`src/hw/dup_pkg.sv`:
```
// dup_pkg: constants and carrier types for the host port block
// assumes: single 100 MHz core clock, all pins sampled by the core
package dup_pkg;
    // ------------------------------------------------------------
    // printer port register indices (two address lines)
    // ------------------------------------------------------------
    localparam logic [1:0] DUP_PP_DATA = 2'h0; // printer data latch
    localparam logic [1:0] DUP_PP_STAT = 2'h1; // printer status
    localparam logic [1:0] DUP_PP_CTRL = 2'h2; // printer control
    localparam logic [1:0] DUP_PP_IOSEL = 2'h3; // i/o select pattern
    // ------------------------------------------------------------
    // field positions
    // ------------------------------------------------------------
    localparam int DUP_STAT_SEL_BIT = 3; // select-in level in status
    localparam int DUP_STAT_PE_BIT = 5; // paper-out in status
    localparam int DUP_STAT_ONL_BIT = 4; // on-line in status
    localparam int DUP_CTRL_SEL_BIT = 3; // select-in drive in control
    localparam int DUP_CTRL_DIR_BIT = 5; // direction bit in control
    // ------------------------------------------------------------
    // reset values and patterns
    // ------------------------------------------------------------
    localparam logic [7:0] DUP_RST_BYTE = 8'h00; // register reset value
    localparam logic [7:0] DUP_IOSEL_IN = 8'h55; // pattern: lines input
    localparam logic [7:0] DUP_IOSEL_OUT = 8'haa; // pattern: lines output
    // ------------------------------------------------------------
    // carrier types
    // ------------------------------------------------------------
    typedef struct packed {
        logic rd_n; // read strobe, active low
        logic wr_n; // write strobe, active low
        logic csa_n; // channel a select
        logic csb_n; // channel b select
        logic csp_n; // printer port select
        logic [2:0] addr; // register address lines
    } dup_host_t;
    typedef struct packed {
        logic paper_out; // paper-out input level
        logic online; // printer-online input level
        logic sel_in; // select-in pin level
        logic dir_src; // direction source select
    } dup_pstat_t;
endpackage

```
`src/hw/dup_sync.sv`:
```
// dup_sync: two-flop synchroniser for a bus of pin levels
// assumes: inputs asynchronous to core_clk_i
`timescale 1ns/1ps
module dup_sync #(
    parameter int W = 1
) (
    // clock and reset
    input wire logic core_clk_i,
    input wire logic nrst_i,
    // levels
    input wire logic [W-1:0] d_i,
    output logic [W-1:0] q_o
);
    logic [W-1:0] meta; // first stage, read only by the second
    logic [W-1:0] stab; // second stage
    // ------------------------------------------------------------
    // two stages; reset value is a constant
    // ------------------------------------------------------------
    always_ff @(posedge core_clk_i or negedge nrst_i) begin
        if (!nrst_i) begin
            meta <= '0;
            stab <= '0;
        end else begin
            meta <= d_i;
            stab <= meta;
        end
    end
    assign q_o = stab;
endmodule // dup_sync

```
`src/hw/dup_host_port.sv`:
```
// dup_host_port: host strobe decode, channel register banks and the
// printer port data, status and select-in pins.
// assumes: host pins are asynchronous; two-flop sync adds latency.
//
// Operation
// RQ1 - read strobe low drives selected register
// RQ2 - write strobe falling stores host data
// RQ3 - printer data latched, held until next write
// RQ4 - read-active high during device read
// RQ5 - reset clears registers and outputs; pp_out_mode resets to 1 (output)
// RQ6 - serial lines disabled during reset
// RQ7 - status bit 3 shows select-in level
// RQ8 - control bit 3 pulls select-in low
// RQ9 - paper-out input readable by host
// RQ10 - printer-online input readable by host
// RQ11 - host lowers one chip select
// RQ12 - direction source picks iosel or ctrl5
// RQ13 - data bus released without valid read
`timescale 1ns/1ps
module dup_host_port
    import dup_pkg::*;
(
    // clock and reset
    input wire logic core_clk_i,
    input wire logic nrst_i,
    // host bus
    input wire dup_pkg::dup_host_t host_i,
    input wire logic [7:0] host_data_bus_i,
    output logic [7:0] host_data_bus_o,
    output logic host_data_bus_oe_o,
    output logic read_active_out_o,
    // printer pins
    input wire logic [7:0] printer_data_lines_i,
    output logic [7:0] printer_data_lines_o,
    output logic printer_data_lines_oe_o,
    input wire logic paper_out_in_i,
    input wire logic printer_online_in_i,
    input wire logic printer_select_out_n_i,
    output logic printer_select_out_n_o,
    output logic printer_select_out_n_oe_o,
    input wire logic direction_source_sel_i,
    // serial enables toward the uart engines
    output logic serial_tx_en_o,
    output logic serial_rx_en_o
);
    import dup_pkg::*;

    // ------------------------------------------------------------
    // pin synchronisers
    // ------------------------------------------------------------
    localparam int SW = $bits(dup_host_t) + 8 + 8 + 4;
    logic [SW-1:0] raw_pins; // raw pin bundle
    logic [SW-1:0] syn_pins; // synchronised bundle
    dup_host_t hs; // synced host controls
    logic [7:0] hd; // synced host data
    logic [7:0] pd_in; // synced printer lines
    dup_pstat_t ps; // synced printer status pins

    assign raw_pins = {host_i, host_data_bus_i, printer_data_lines_i,
                       paper_out_in_i, printer_online_in_i,
                       printer_select_out_n_i, direction_source_sel_i};

    dup_sync #(.W(SW)) u_sync (
        .core_clk_i(core_clk_i),
        .nrst_i(nrst_i),
        .d_i(raw_pins),
        .q_o(syn_pins)
    );

    assign hs = syn_pins[SW-1 -: $bits(dup_host_t)];
    assign hd = syn_pins[19:12];
    assign pd_in = syn_pins[11:4];
    assign ps = syn_pins[3:0];

    // ------------------------------------------------------------
    // decode
    // ------------------------------------------------------------
    logic sel_a; // channel a selected
    logic sel_b; // channel b selected
    logic sel_p; // printer port selected
    logic any_sel; // exactly one select low
    logic rd_act; // read cycle in progress
    logic wr_low; // write strobe low with select
    logic wr_prev; // previous write strobe state
    logic wr_fall; // falling edge of write, one pulse

    assign sel_a = !hs.csa_n;
    assign sel_b = !hs.csb_n;
    assign sel_p = !hs.csp_n;
    // two selects together is a host fault; nothing answers then
    assign any_sel = (32'(sel_a) + 32'(sel_b) + 32'(sel_p)) == 32'd1; // RQ11
    assign rd_act = !hs.rd_n && any_sel;
    assign wr_low = !hs.wr_n && any_sel;
    assign wr_fall = wr_low && !wr_prev; // RQ2

    // ------------------------------------------------------------
    // register state
    // ------------------------------------------------------------
    logic [7:0] chan_a [8]; // channel a register bank
    logic [7:0] chan_b [8]; // channel b register bank
    logic [7:0] pp_data; // printer data latch
    logic [7:0] pp_ctrl; // printer control
    logic [7:0] pp_iosel; // i/o select pattern
    logic pp_out_mode; // iosel-driven direction, 1 = output
    logic [7:0] next_chan_a [8];
    logic [7:0] next_chan_b [8];
    logic [7:0] next_pp_data;
    logic [7:0] next_pp_ctrl;
    logic [7:0] next_pp_iosel;
    logic next_pp_out_mode;

    // next state of the writable registers
    always_comb begin
        next_chan_a = chan_a;
        next_chan_b = chan_b;
        next_pp_data = pp_data;
        next_pp_ctrl = pp_ctrl;
        next_pp_iosel = pp_iosel;
        next_pp_out_mode = pp_out_mode;
        if (wr_fall) begin
            if (sel_a) begin
                next_chan_a[hs.addr] = hd; // RQ2
            end else if (sel_b) begin
                next_chan_b[hs.addr] = hd; // RQ2
            end else begin
                // printer port uses only the low two lines
                unique case (hs.addr[1:0])
                    DUP_PP_DATA: next_pp_data = hd; // RQ3
                    DUP_PP_STAT: ; // status is read only
                    DUP_PP_CTRL: next_pp_ctrl = hd;
                    DUP_PP_IOSEL: begin
                        next_pp_iosel = hd;
                        // only the two patterns change direction
                        if (hd == DUP_IOSEL_OUT) begin
                            next_pp_out_mode = 1'b1;
                        end else if (hd == DUP_IOSEL_IN) begin
                            next_pp_out_mode = 1'b0;
                        end
                    end
                endcase
            end
        end
    end

    // register the bank; reset clears everything except pp_out_mode, which resets to 1 (output)
    always_ff @(posedge core_clk_i or negedge nrst_i) begin
        if (!nrst_i) begin
            for (int i = 0; i < 8; i++) begin
                chan_a[i] <= DUP_RST_BYTE; // RQ5
                chan_b[i] <= DUP_RST_BYTE; // RQ5
            end
            pp_data <= DUP_RST_BYTE; // RQ5
            pp_ctrl <= DUP_RST_BYTE;
            pp_iosel <= DUP_RST_BYTE;
            pp_out_mode <= 1'b1;
            wr_prev <= 1'b0;
        end else begin
            chan_a <= next_chan_a;
            chan_b <= next_chan_b;
            pp_data <= next_pp_data;
            pp_ctrl <= next_pp_ctrl;
            pp_iosel <= next_pp_iosel;
            pp_out_mode <= next_pp_out_mode;
            wr_prev <= wr_low;
        end
    end

    // ------------------------------------------------------------
    // direction and read mux
    // ------------------------------------------------------------
    logic pd_drive; // printer lines driven by device
    logic [7:0] status_byte; // printer status value
    logic [7:0] rd_byte; // selected read value

    // direction source: pattern register or control bit 5
    assign pd_drive = ps.dir_src ? !pp_ctrl[DUP_CTRL_DIR_BIT]
                                 : pp_out_mode; // RQ12

    // status: pins as seen on the wire
    always_comb begin
        status_byte = 8'h00;
        status_byte[DUP_STAT_SEL_BIT] = ps.sel_in; // RQ7
        status_byte[DUP_STAT_PE_BIT] = ps.paper_out; // RQ9
        status_byte[DUP_STAT_ONL_BIT] = ps.online; // RQ10
    end

    // read source selection
    always_comb begin
        rd_byte = 8'h00;
        if (sel_a) begin
            rd_byte = chan_a[hs.addr]; // RQ1
        end else if (sel_b) begin
            rd_byte = chan_b[hs.addr]; // RQ1
        end else begin
            unique case (hs.addr[1:0])
                // in input mode the data register reads the pins
                DUP_PP_DATA: rd_byte = pd_drive ? pp_data : pd_in;
                DUP_PP_STAT: rd_byte = status_byte;
                DUP_PP_CTRL: rd_byte = pp_ctrl;
                DUP_PP_IOSEL: rd_byte = pp_iosel;
            endcase
        end
    end

    // ------------------------------------------------------------
    // output registers
    // ------------------------------------------------------------
    logic [7:0] next_dout;
    logic next_doe;
    logic next_read_active_out;

    // outputs computed here, registered below
    always_comb begin
        next_dout = rd_act ? rd_byte : 8'h00; // RQ1
        next_doe = rd_act; // RQ13
        next_read_active_out = rd_act; // RQ4
    end

    // every output straight from a flop
    always_ff @(posedge core_clk_i or negedge nrst_i) begin
        if (!nrst_i) begin
            host_data_bus_o <= 8'h00;
            host_data_bus_oe_o <= 1'b0; // RQ13
            read_active_out_o <= 1'b0; // RQ5
            printer_data_lines_o <= 8'h00;
            printer_data_lines_oe_o <= 1'b0;
            printer_select_out_n_o <= 1'b0;
            printer_select_out_n_oe_o <= 1'b0; // RQ5
            serial_tx_en_o <= 1'b0; // RQ6
            serial_rx_en_o <= 1'b0; // RQ6
        end else begin
            host_data_bus_o <= next_dout;
            host_data_bus_oe_o <= next_doe;
            read_active_out_o <= next_read_active_out;
            printer_data_lines_o <= pp_data; // RQ3
            printer_data_lines_oe_o <= pd_drive;
            // open drain: only ever pulls low
            printer_select_out_n_o <= 1'b0;
            printer_select_out_n_oe_o <= pp_ctrl[DUP_CTRL_SEL_BIT]; // RQ8
            serial_tx_en_o <= 1'b1;
            serial_rx_en_o <= 1'b1;
        end
    end

    // ------------------------------------------------------------
    // checks
    // ------------------------------------------------------------
    property p_read_drives;
        @(posedge core_clk_i) disable iff (!nrst_i)
        rd_act |=> host_data_bus_oe_o && host_data_bus_o == $past(rd_byte);
    endproperty
    a_read_drives: assert property (p_read_drives) // RQ1
        else $error("read did not drive data bus");

    property p_write_store;
        @(posedge core_clk_i) disable iff (!nrst_i)
        (wr_fall && sel_a) |=> chan_a[$past(hs.addr)] == $past(hd);
    endproperty
    a_write_store: assert property (p_write_store) // RQ2
        else $error("write not stored in channel a");

    property p_pd_hold;
        @(posedge core_clk_i) disable iff (!nrst_i)
        !(wr_fall && sel_p) |=> pp_data == $past(pp_data);
    endproperty
    a_pd_hold: assert property (p_pd_hold) // RQ3
        else $error("printer data changed without write");

    property p_read_active_out;
        @(posedge core_clk_i) disable iff (!nrst_i)
        ##1 read_active_out_o == $past(rd_act);
    endproperty
    a_read_active_out: assert property (p_read_active_out) // RQ4
        else $error("read active wrong");

    property p_serial_en;
        @(posedge core_clk_i)
        !nrst_i |-> !serial_tx_en_o && !serial_rx_en_o;
    endproperty
    a_serial_en: assert property (p_serial_en) // RQ6
        else $error("serial enabled in reset");

    property p_sel_drive;
        @(posedge core_clk_i) disable iff (!nrst_i)
        ##1 printer_select_out_n_oe_o == $past(pp_ctrl[DUP_CTRL_SEL_BIT])
            && !printer_select_out_n_o;
    endproperty
    a_sel_drive: assert property (p_sel_drive) // RQ8
        else $error("select-in drive wrong");

    // checked at the bus, so a wrong mux leg is caught too
    property p_status;
        @(posedge core_clk_i) disable iff (!nrst_i)
        (rd_act && sel_p && hs.addr[1:0] == DUP_PP_STAT) |=>
            host_data_bus_o[DUP_STAT_SEL_BIT] == $past(ps.sel_in)
            && host_data_bus_o[DUP_STAT_PE_BIT] == $past(ps.paper_out)
            && host_data_bus_o[DUP_STAT_ONL_BIT] == $past(ps.online);
    endproperty
    a_status: assert property (p_status) // RQ7
        else $error("status does not reflect pins");

    property p_release;
        @(posedge core_clk_i) disable iff (!nrst_i)
        (hs.rd_n || !any_sel) |=> !host_data_bus_oe_o;
    endproperty
    a_release: assert property (p_release) // RQ13
        else $error("data bus driven without read");

    c_read: cover property (@(posedge core_clk_i) rd_act ##1 !rd_act);
    c_pwrite: cover property (@(posedge core_clk_i) wr_fall && sel_p);
    c_dirbit: cover property (@(posedge core_clk_i) ps.dir_src && pd_drive);
endmodule // dup_host_port

```
`config.mk`:
```
export PLATFORM = sky130hd
export DESIGN_NAME = dup_host_port
export DESIGN_NICKNAME = d
export VERILOG_FILES = /design/src/hw/dup_pkg.sv /design/src/hw/dup_sync.sv /design/src/hw/dup_host_port.sv
export SDC_FILE = /design/constraint.sdc
export NUM_CORES = 1
export LEC_CHECK = 0
export ABC_AREA = 1
export ABC_CLOCK_PERIOD_IN_PS = 2700
export BUFFER_PORTS_ARGS = -buffer_cell sky130_fd_sc_hd__clkbuf_2
export CORE_MARGIN = 8
export CORE_UTILIZATION = 51
export DETAILED_ROUTE_END_ITERATION = 10
export PLACE_DENSITY = 0.64
export SLEW_MARGIN = 15
export SYNTH_ARGS = -nofsm -noshare
export SYNTH_HDL_FRONTEND = slang
export SYNTH_SLANG_ARGS = --single-unit
```
`constraint.sdc`:
```
create_clock -name core_clk_i -period 2.7 [get_ports core_clk_i]
set_input_delay 0 -clock core_clk_i [delete_from_list [all_inputs] [get_ports core_clk_i]]
set_output_delay 0 -clock core_clk_i [all_outputs]
set_load 0.03 [all_outputs]
```
After elaboration in Yosys (flattened, before gate mapping)
Cells that the tools add are included.

operators by class
  add/subtract/negate cells = 2
  magnitude comparators = 2
  equality and inequality tests = 6
  multiplexer cells = 18
  bitwise logic cells = 3
  reduce and logical (&&, ||, !) cells = 19

operator list
  cell                number
  $bwmux 64           2
  $mux 8              9
  $bmux 8 s3          2
  $pmux 8 s4          1
  $demux 8 s3         1
  $reduce_and 4->1    3
  $eq 8x7->1 const B  1
  $eq 8x8->1 const B  1
  $logic_not 1->1     7
  $reduce_and 5->1    1
  $eq 2x2->1 const B  2
  $ge 4x4->1 const B  1
  $logic_and 1x1->1   4
  $lt 4x1->1 const B  1
  $not 3->4           1
  $add 2x1->3         1
  $eq 3x1->1 const B  1
  $mux 1              3
  $reduce_and 3->1    1
  $add 1x1->2         1
  $eq 2x1->1 const B  1
  $logic_not 2->1     1
  $not 1->1           2
  $reduce_and 2->1    1
  $reduce_bool 2->1   1

storage, ports and cells
  bits in registers = 230
  input port bits = 30
  output and inout bits = 23
  logic and storage cells = 79

Logic depth before layout (Yosys ltp)
  word-level depth = 7
  gate-level depth with buffers = 10
  depth with buffers taken out = 9

Modules after synthesis
A second synthesis with hierarchy kept.

second synthesis, totals
  cells, all modules = 1,151
  area, all modules = 9,653.0 um^2

by module, submodules not included
  module         times used  cells an instance  area an instance (um^2)  seq. area each (um^2)
  dup_host_port  1           1,095              8,251.7                  4,355.4
  dup_sync       1           56                 1,401.3                  1,401.3

Worst setup path before layout
Ideal clock, no wire load.

  path type = reg-to-reg
  start point = register u_sync.stab[25], in the netlist u_sync.q_o[25]
  end point = register chan_a[13] (netlist bit)
  library setup time = 0.132 ns
  arrival = 1.976 ns
  data required time = 2.568 ns
  path slack = 0.592 ns
  cell stages (with the launch flop) = 11
  buffers on the path = 1
  period minus slack after synthesis = 2.108 ns
  cell sequence = dfrtp_1 inv_2 fa_1 inv_1 nor3_2 nand2_2 nor2_4 nand2_2 buf_2 nand2_1 o21ai_1

between the ends
  cells in the longest elaborated chain, start to end = 7
  elaborated cells on any way between the ends = 8
  those cells by class = add/sub (2); eq/ne (1); bitwise (1); reduce/logical (4)

RTL lines
  element                            RTL line              source
  from (decl)                        dup_sync.sv:15        logic [W-1:0] stab;
  from (signal assigned)             dup_sync.sv:25        stab <= meta;
  $logic_not 1->1                    dup_host_port.sv:87   assign sel_a = !hs.csa_n;
  $add 1x1->2                        dup_host_port.sv:91   assign any_sel = (32'(sel_a) + 32'(sel_b) + 32'(sel_p)) == 32'd1;
  $add 2x1->3                        dup_host_port.sv:91
  $eq 3x1->1                         dup_host_port.sv:91
  $logic_and 1x1->1                  dup_host_port.sv:93   assign wr_low = !hs.wr_n && any_sel;
  named net wr_low                   dup_host_port.sv:83   logic wr_low;
  $logic_and 1x1->1                  dup_host_port.sv:94   assign wr_fall = wr_low && !wr_prev;
  $reduce_and 2->1 (no source line)  -
  to (signal assigned)               dup_host_port.sv:158  chan_a <= next_chan_a;
  to (decl)                          dup_host_port.sv:99   logic [7:0] chan_a [8];

The timed path passes the listed nets, and every way through them passes these cells.
A chain may end at the register's enable or synchronous reset.

Worst setup path in the final report
  start point = register u_sync.stab[25], in the netlist u_sync.q_o[25]
  end point = register chan_a[38] (netlist bit)

Same word-level chain as after synthesis.

==> qor.yml <==
outcome: "complete, no violations"
holdBufCountCts: 29
num_vias: 7335
ys_seq_area_frac: 0.5932
grt_first_pass_wirelength_mm: 38.93
synth_common_cells: "nand2_1, dfrtp_1, o21ai_1, inv_1, nor2_1"
syn2layout_area_growth_pct: 15.90
clk_root_buffer_cell: "clkbuf_16"
wire_per_inst_um: 16.56
antenna_found_initial: 0
tritoncts: "built"
critical-path-slowest-cell: "fa_1"
skew_ps: 13.87
worst_ep_arrival_time_ps: 2800
num-fill-cells: 1632
drive_gt1_frac: 0.1202
cts_buffers: 25
cts.sinks: 230
routed_wl_mm: 24.00
vias_per_cell: 5.062
setup_viol: 0
relSlewSlack: 0.3666
dp_hpwl_mm: 15.65
die_area_um2: 23700
synth_ff_type: "dfrtp_1"
numPortBuffers: 51
synth_edf_count: 0
ys_types: 32
synth_nets: 1162
final_util: 0.6013
min_path_type: "primary input to async pin"
cp-startpoint: "u_sync.q_o[25]"
place_ws_ps: 288.5
synth_top_area_cell: "dfrtp_1"
ir_worst_vdd_uv: 507.9
worstSetupStartpointType: "flip-flop"
use_met3: 0.03195
drtAntennaViolNets: 0
min_period_ps: 2444
finalWeightedCongestion: 0.9196
globalRoute.busiestLayer: "met2"
required_ps: 3060
num_antenna_cells: 0
ys_warn_count: 0
cpMostUsedCell: "nand2_2"
cp-end-kind: "flip-flop"
slew_violations: 0
cts_max_level: 1
r2r_slack_ps: 260
pwr_density_cell_nw_per_um2: 751.4
io_pins: 53
use_met2: 0.3229
fin_ws_ps: 255.7
ys_ff_latch: 230
firstDrtPassIters: 5
worstMarginPinSlew_ps: 949.0
timing.setup.tns_ps: 0
ctsResizeCount: 0
max_cap_violations: 0
drtIter0Drc: 637
avgSynthCellArea_um2: 8.580
clock_latency_ps: 520
yosysTopAreaCellShare: 0.5905
core_area_um2: 18710
max_freq_mhz: 409.1
synth_most_common_cell: "nand2_1"
crit_family: "simple AND/OR/NAND/NOR gates"
synth_cells: 1131
final_nets: 1230
postCtsSetupBuffers: 0
grtUsageMet1: 0.2949
crit_type: "flip-flop to flip-flop"
slowest_delay_ps: 500
ys_async_sr_fraction: 1.000
hold_violations: 0
grt_usage: 0.2064
cp_max_fo: 16
drc: 0
clk_transition_reported_paths_ps: 60
grt_max_degree: 89
initial_core_util: 0.5188
rsz0062_at_grt: "no"
period_share: 0.9053
rows: 50
synth.area.top_cells: "dfrtp_1, nand2_1, o21ai_1"
grt_pass1_vias: 7173
die-width_um: 153.9
path_buf_inv: 2
whs_ps: 57.80
grt_overflow_total: 0
worstPathCellList: "inv_2, fa_1, inv_1, nor3_2, nand2_2, nor2_4, nand2_2, nand2_1, o21ai_1"
rr_startpoint: "u_sync.q_o[25]"
p_leak_nw: 5.676
die_h_um: 153.9
syn_area_um2: 9704
clock_path_buffers: 3
[metrics by stage]
stage,instances,power (mW),instance area [µm²]
final,1449,8.451,11250
after global routing,1449,8.850,11250
after CTS,1449,8.520,11250
after detailed placement,1377,5.091,10130
after global placement,1377,5.062,10130
after floorplan,1131,4.715,9704
[worst register-to-register path, cell delays in order, from the launching register on]
cell and delay, ps:
dfrtp_1 420, inv_2 130, fa_1 500, inv_1 60
nor3_2 160, nand2_2 180, nor2_4 340, nand2_2 290
nand2_1 120, o21ai_1 90
[layout by cell type, fill, tap and decap left out, types with 2 or more instances in the layout]
cell,netlist,final
a21oi_1,3,3
buf_12,0,2
buf_4,4,19
clkbuf_1,27,4
clkbuf_16,0,25
clkbuf_2,0,50
clkbuf_8,0,10
conb_1,2,2
dfrtp_1,229,229
dlygate4sd3_1,0,29
inv_1,103,103
inv_2,5,5
nand2_1,379,379
nand2_2,9,9
nand2_4,8,8
nand3_1,67,67
nand4_1,2,2
nor2_1,86,86
nor2_4,2,2
o211ai_1,2,2
o21ai_0,31,31
o21ai_1,128,128
o21ai_2,4,4
[path summary, 6_finish.rpt]
path	end	cells past startpoint
worst min-delay path	chan_b[36]	2
max in group asynchronous	u_sync.q_o[16]	3
worst max-delay path	chan_a[38]	9
worst min register to register	u_sync.q_o[12]	0
min in group core_clk_i	u_sync.meta[5]	2
worst max register to register	chan_a[38]	9
[registers in the layout, indices dropped and copies added (netlist names)]
signal	count
serial_rx_en_o	1
u_sync.meta	28
printer_data_lines_oe_o	1
pp_out_mode	1
pp_iosel	8
printer_select_out_n_oe_o	1
pp_ctrl	8
chan_a	64
chan_b	64
pp_data	8
wr_prev	1
printer_data_lines_o	8
read_active_out_o	1
host_data_bus_o	8
u_sync.q_o	28
[power breakdown]
part	switching, mW	internal [mW]	leakage (nW)
logic	0.676	0.369	2.27
clock network	1.32	2.06	0.407
registers	0.201	3.82	3.00
total	2.20	6.25	5.68
[cell families after synthesis]
kind of cell | after synthesis | synth area share
AND/OR/NAND/NOR | 560 | 0.2397
other | 2 | 0.0007739
AO/OA/AOI/OAI | 168 | 0.08870
flip-flops | 230 | 0.5932
buffers and inverters | 170 | 0.07556
adder cells (fa/ha/maj) | 1 | 0.002063
[layout make-up]
type | instances | area, µm² | share of cell area
clock inverter | 4 | 51.30 | 0.004561
tap | 234 | 292.8 | 0.02603
multi-input combinational | 731 | 3214 | 0.2858
timing repair buffer | 101 | 738.2 | 0.06564
clock buffer | 39 | 778.2 | 0.06920
sequential | 230 | 5757 | 0.5118
inverter | 110 | 415.4 | 0.03693
[per-layer routing]
layer / vias to the layer above / part of all wire
met4: 0 / 0.022
met3: 40 / 0.058
met1: 3458 / 0.46
li1: 3644 / -
met2: 193 / 0.46
met5: - / 0
Power figures use the tool's default switching activity.
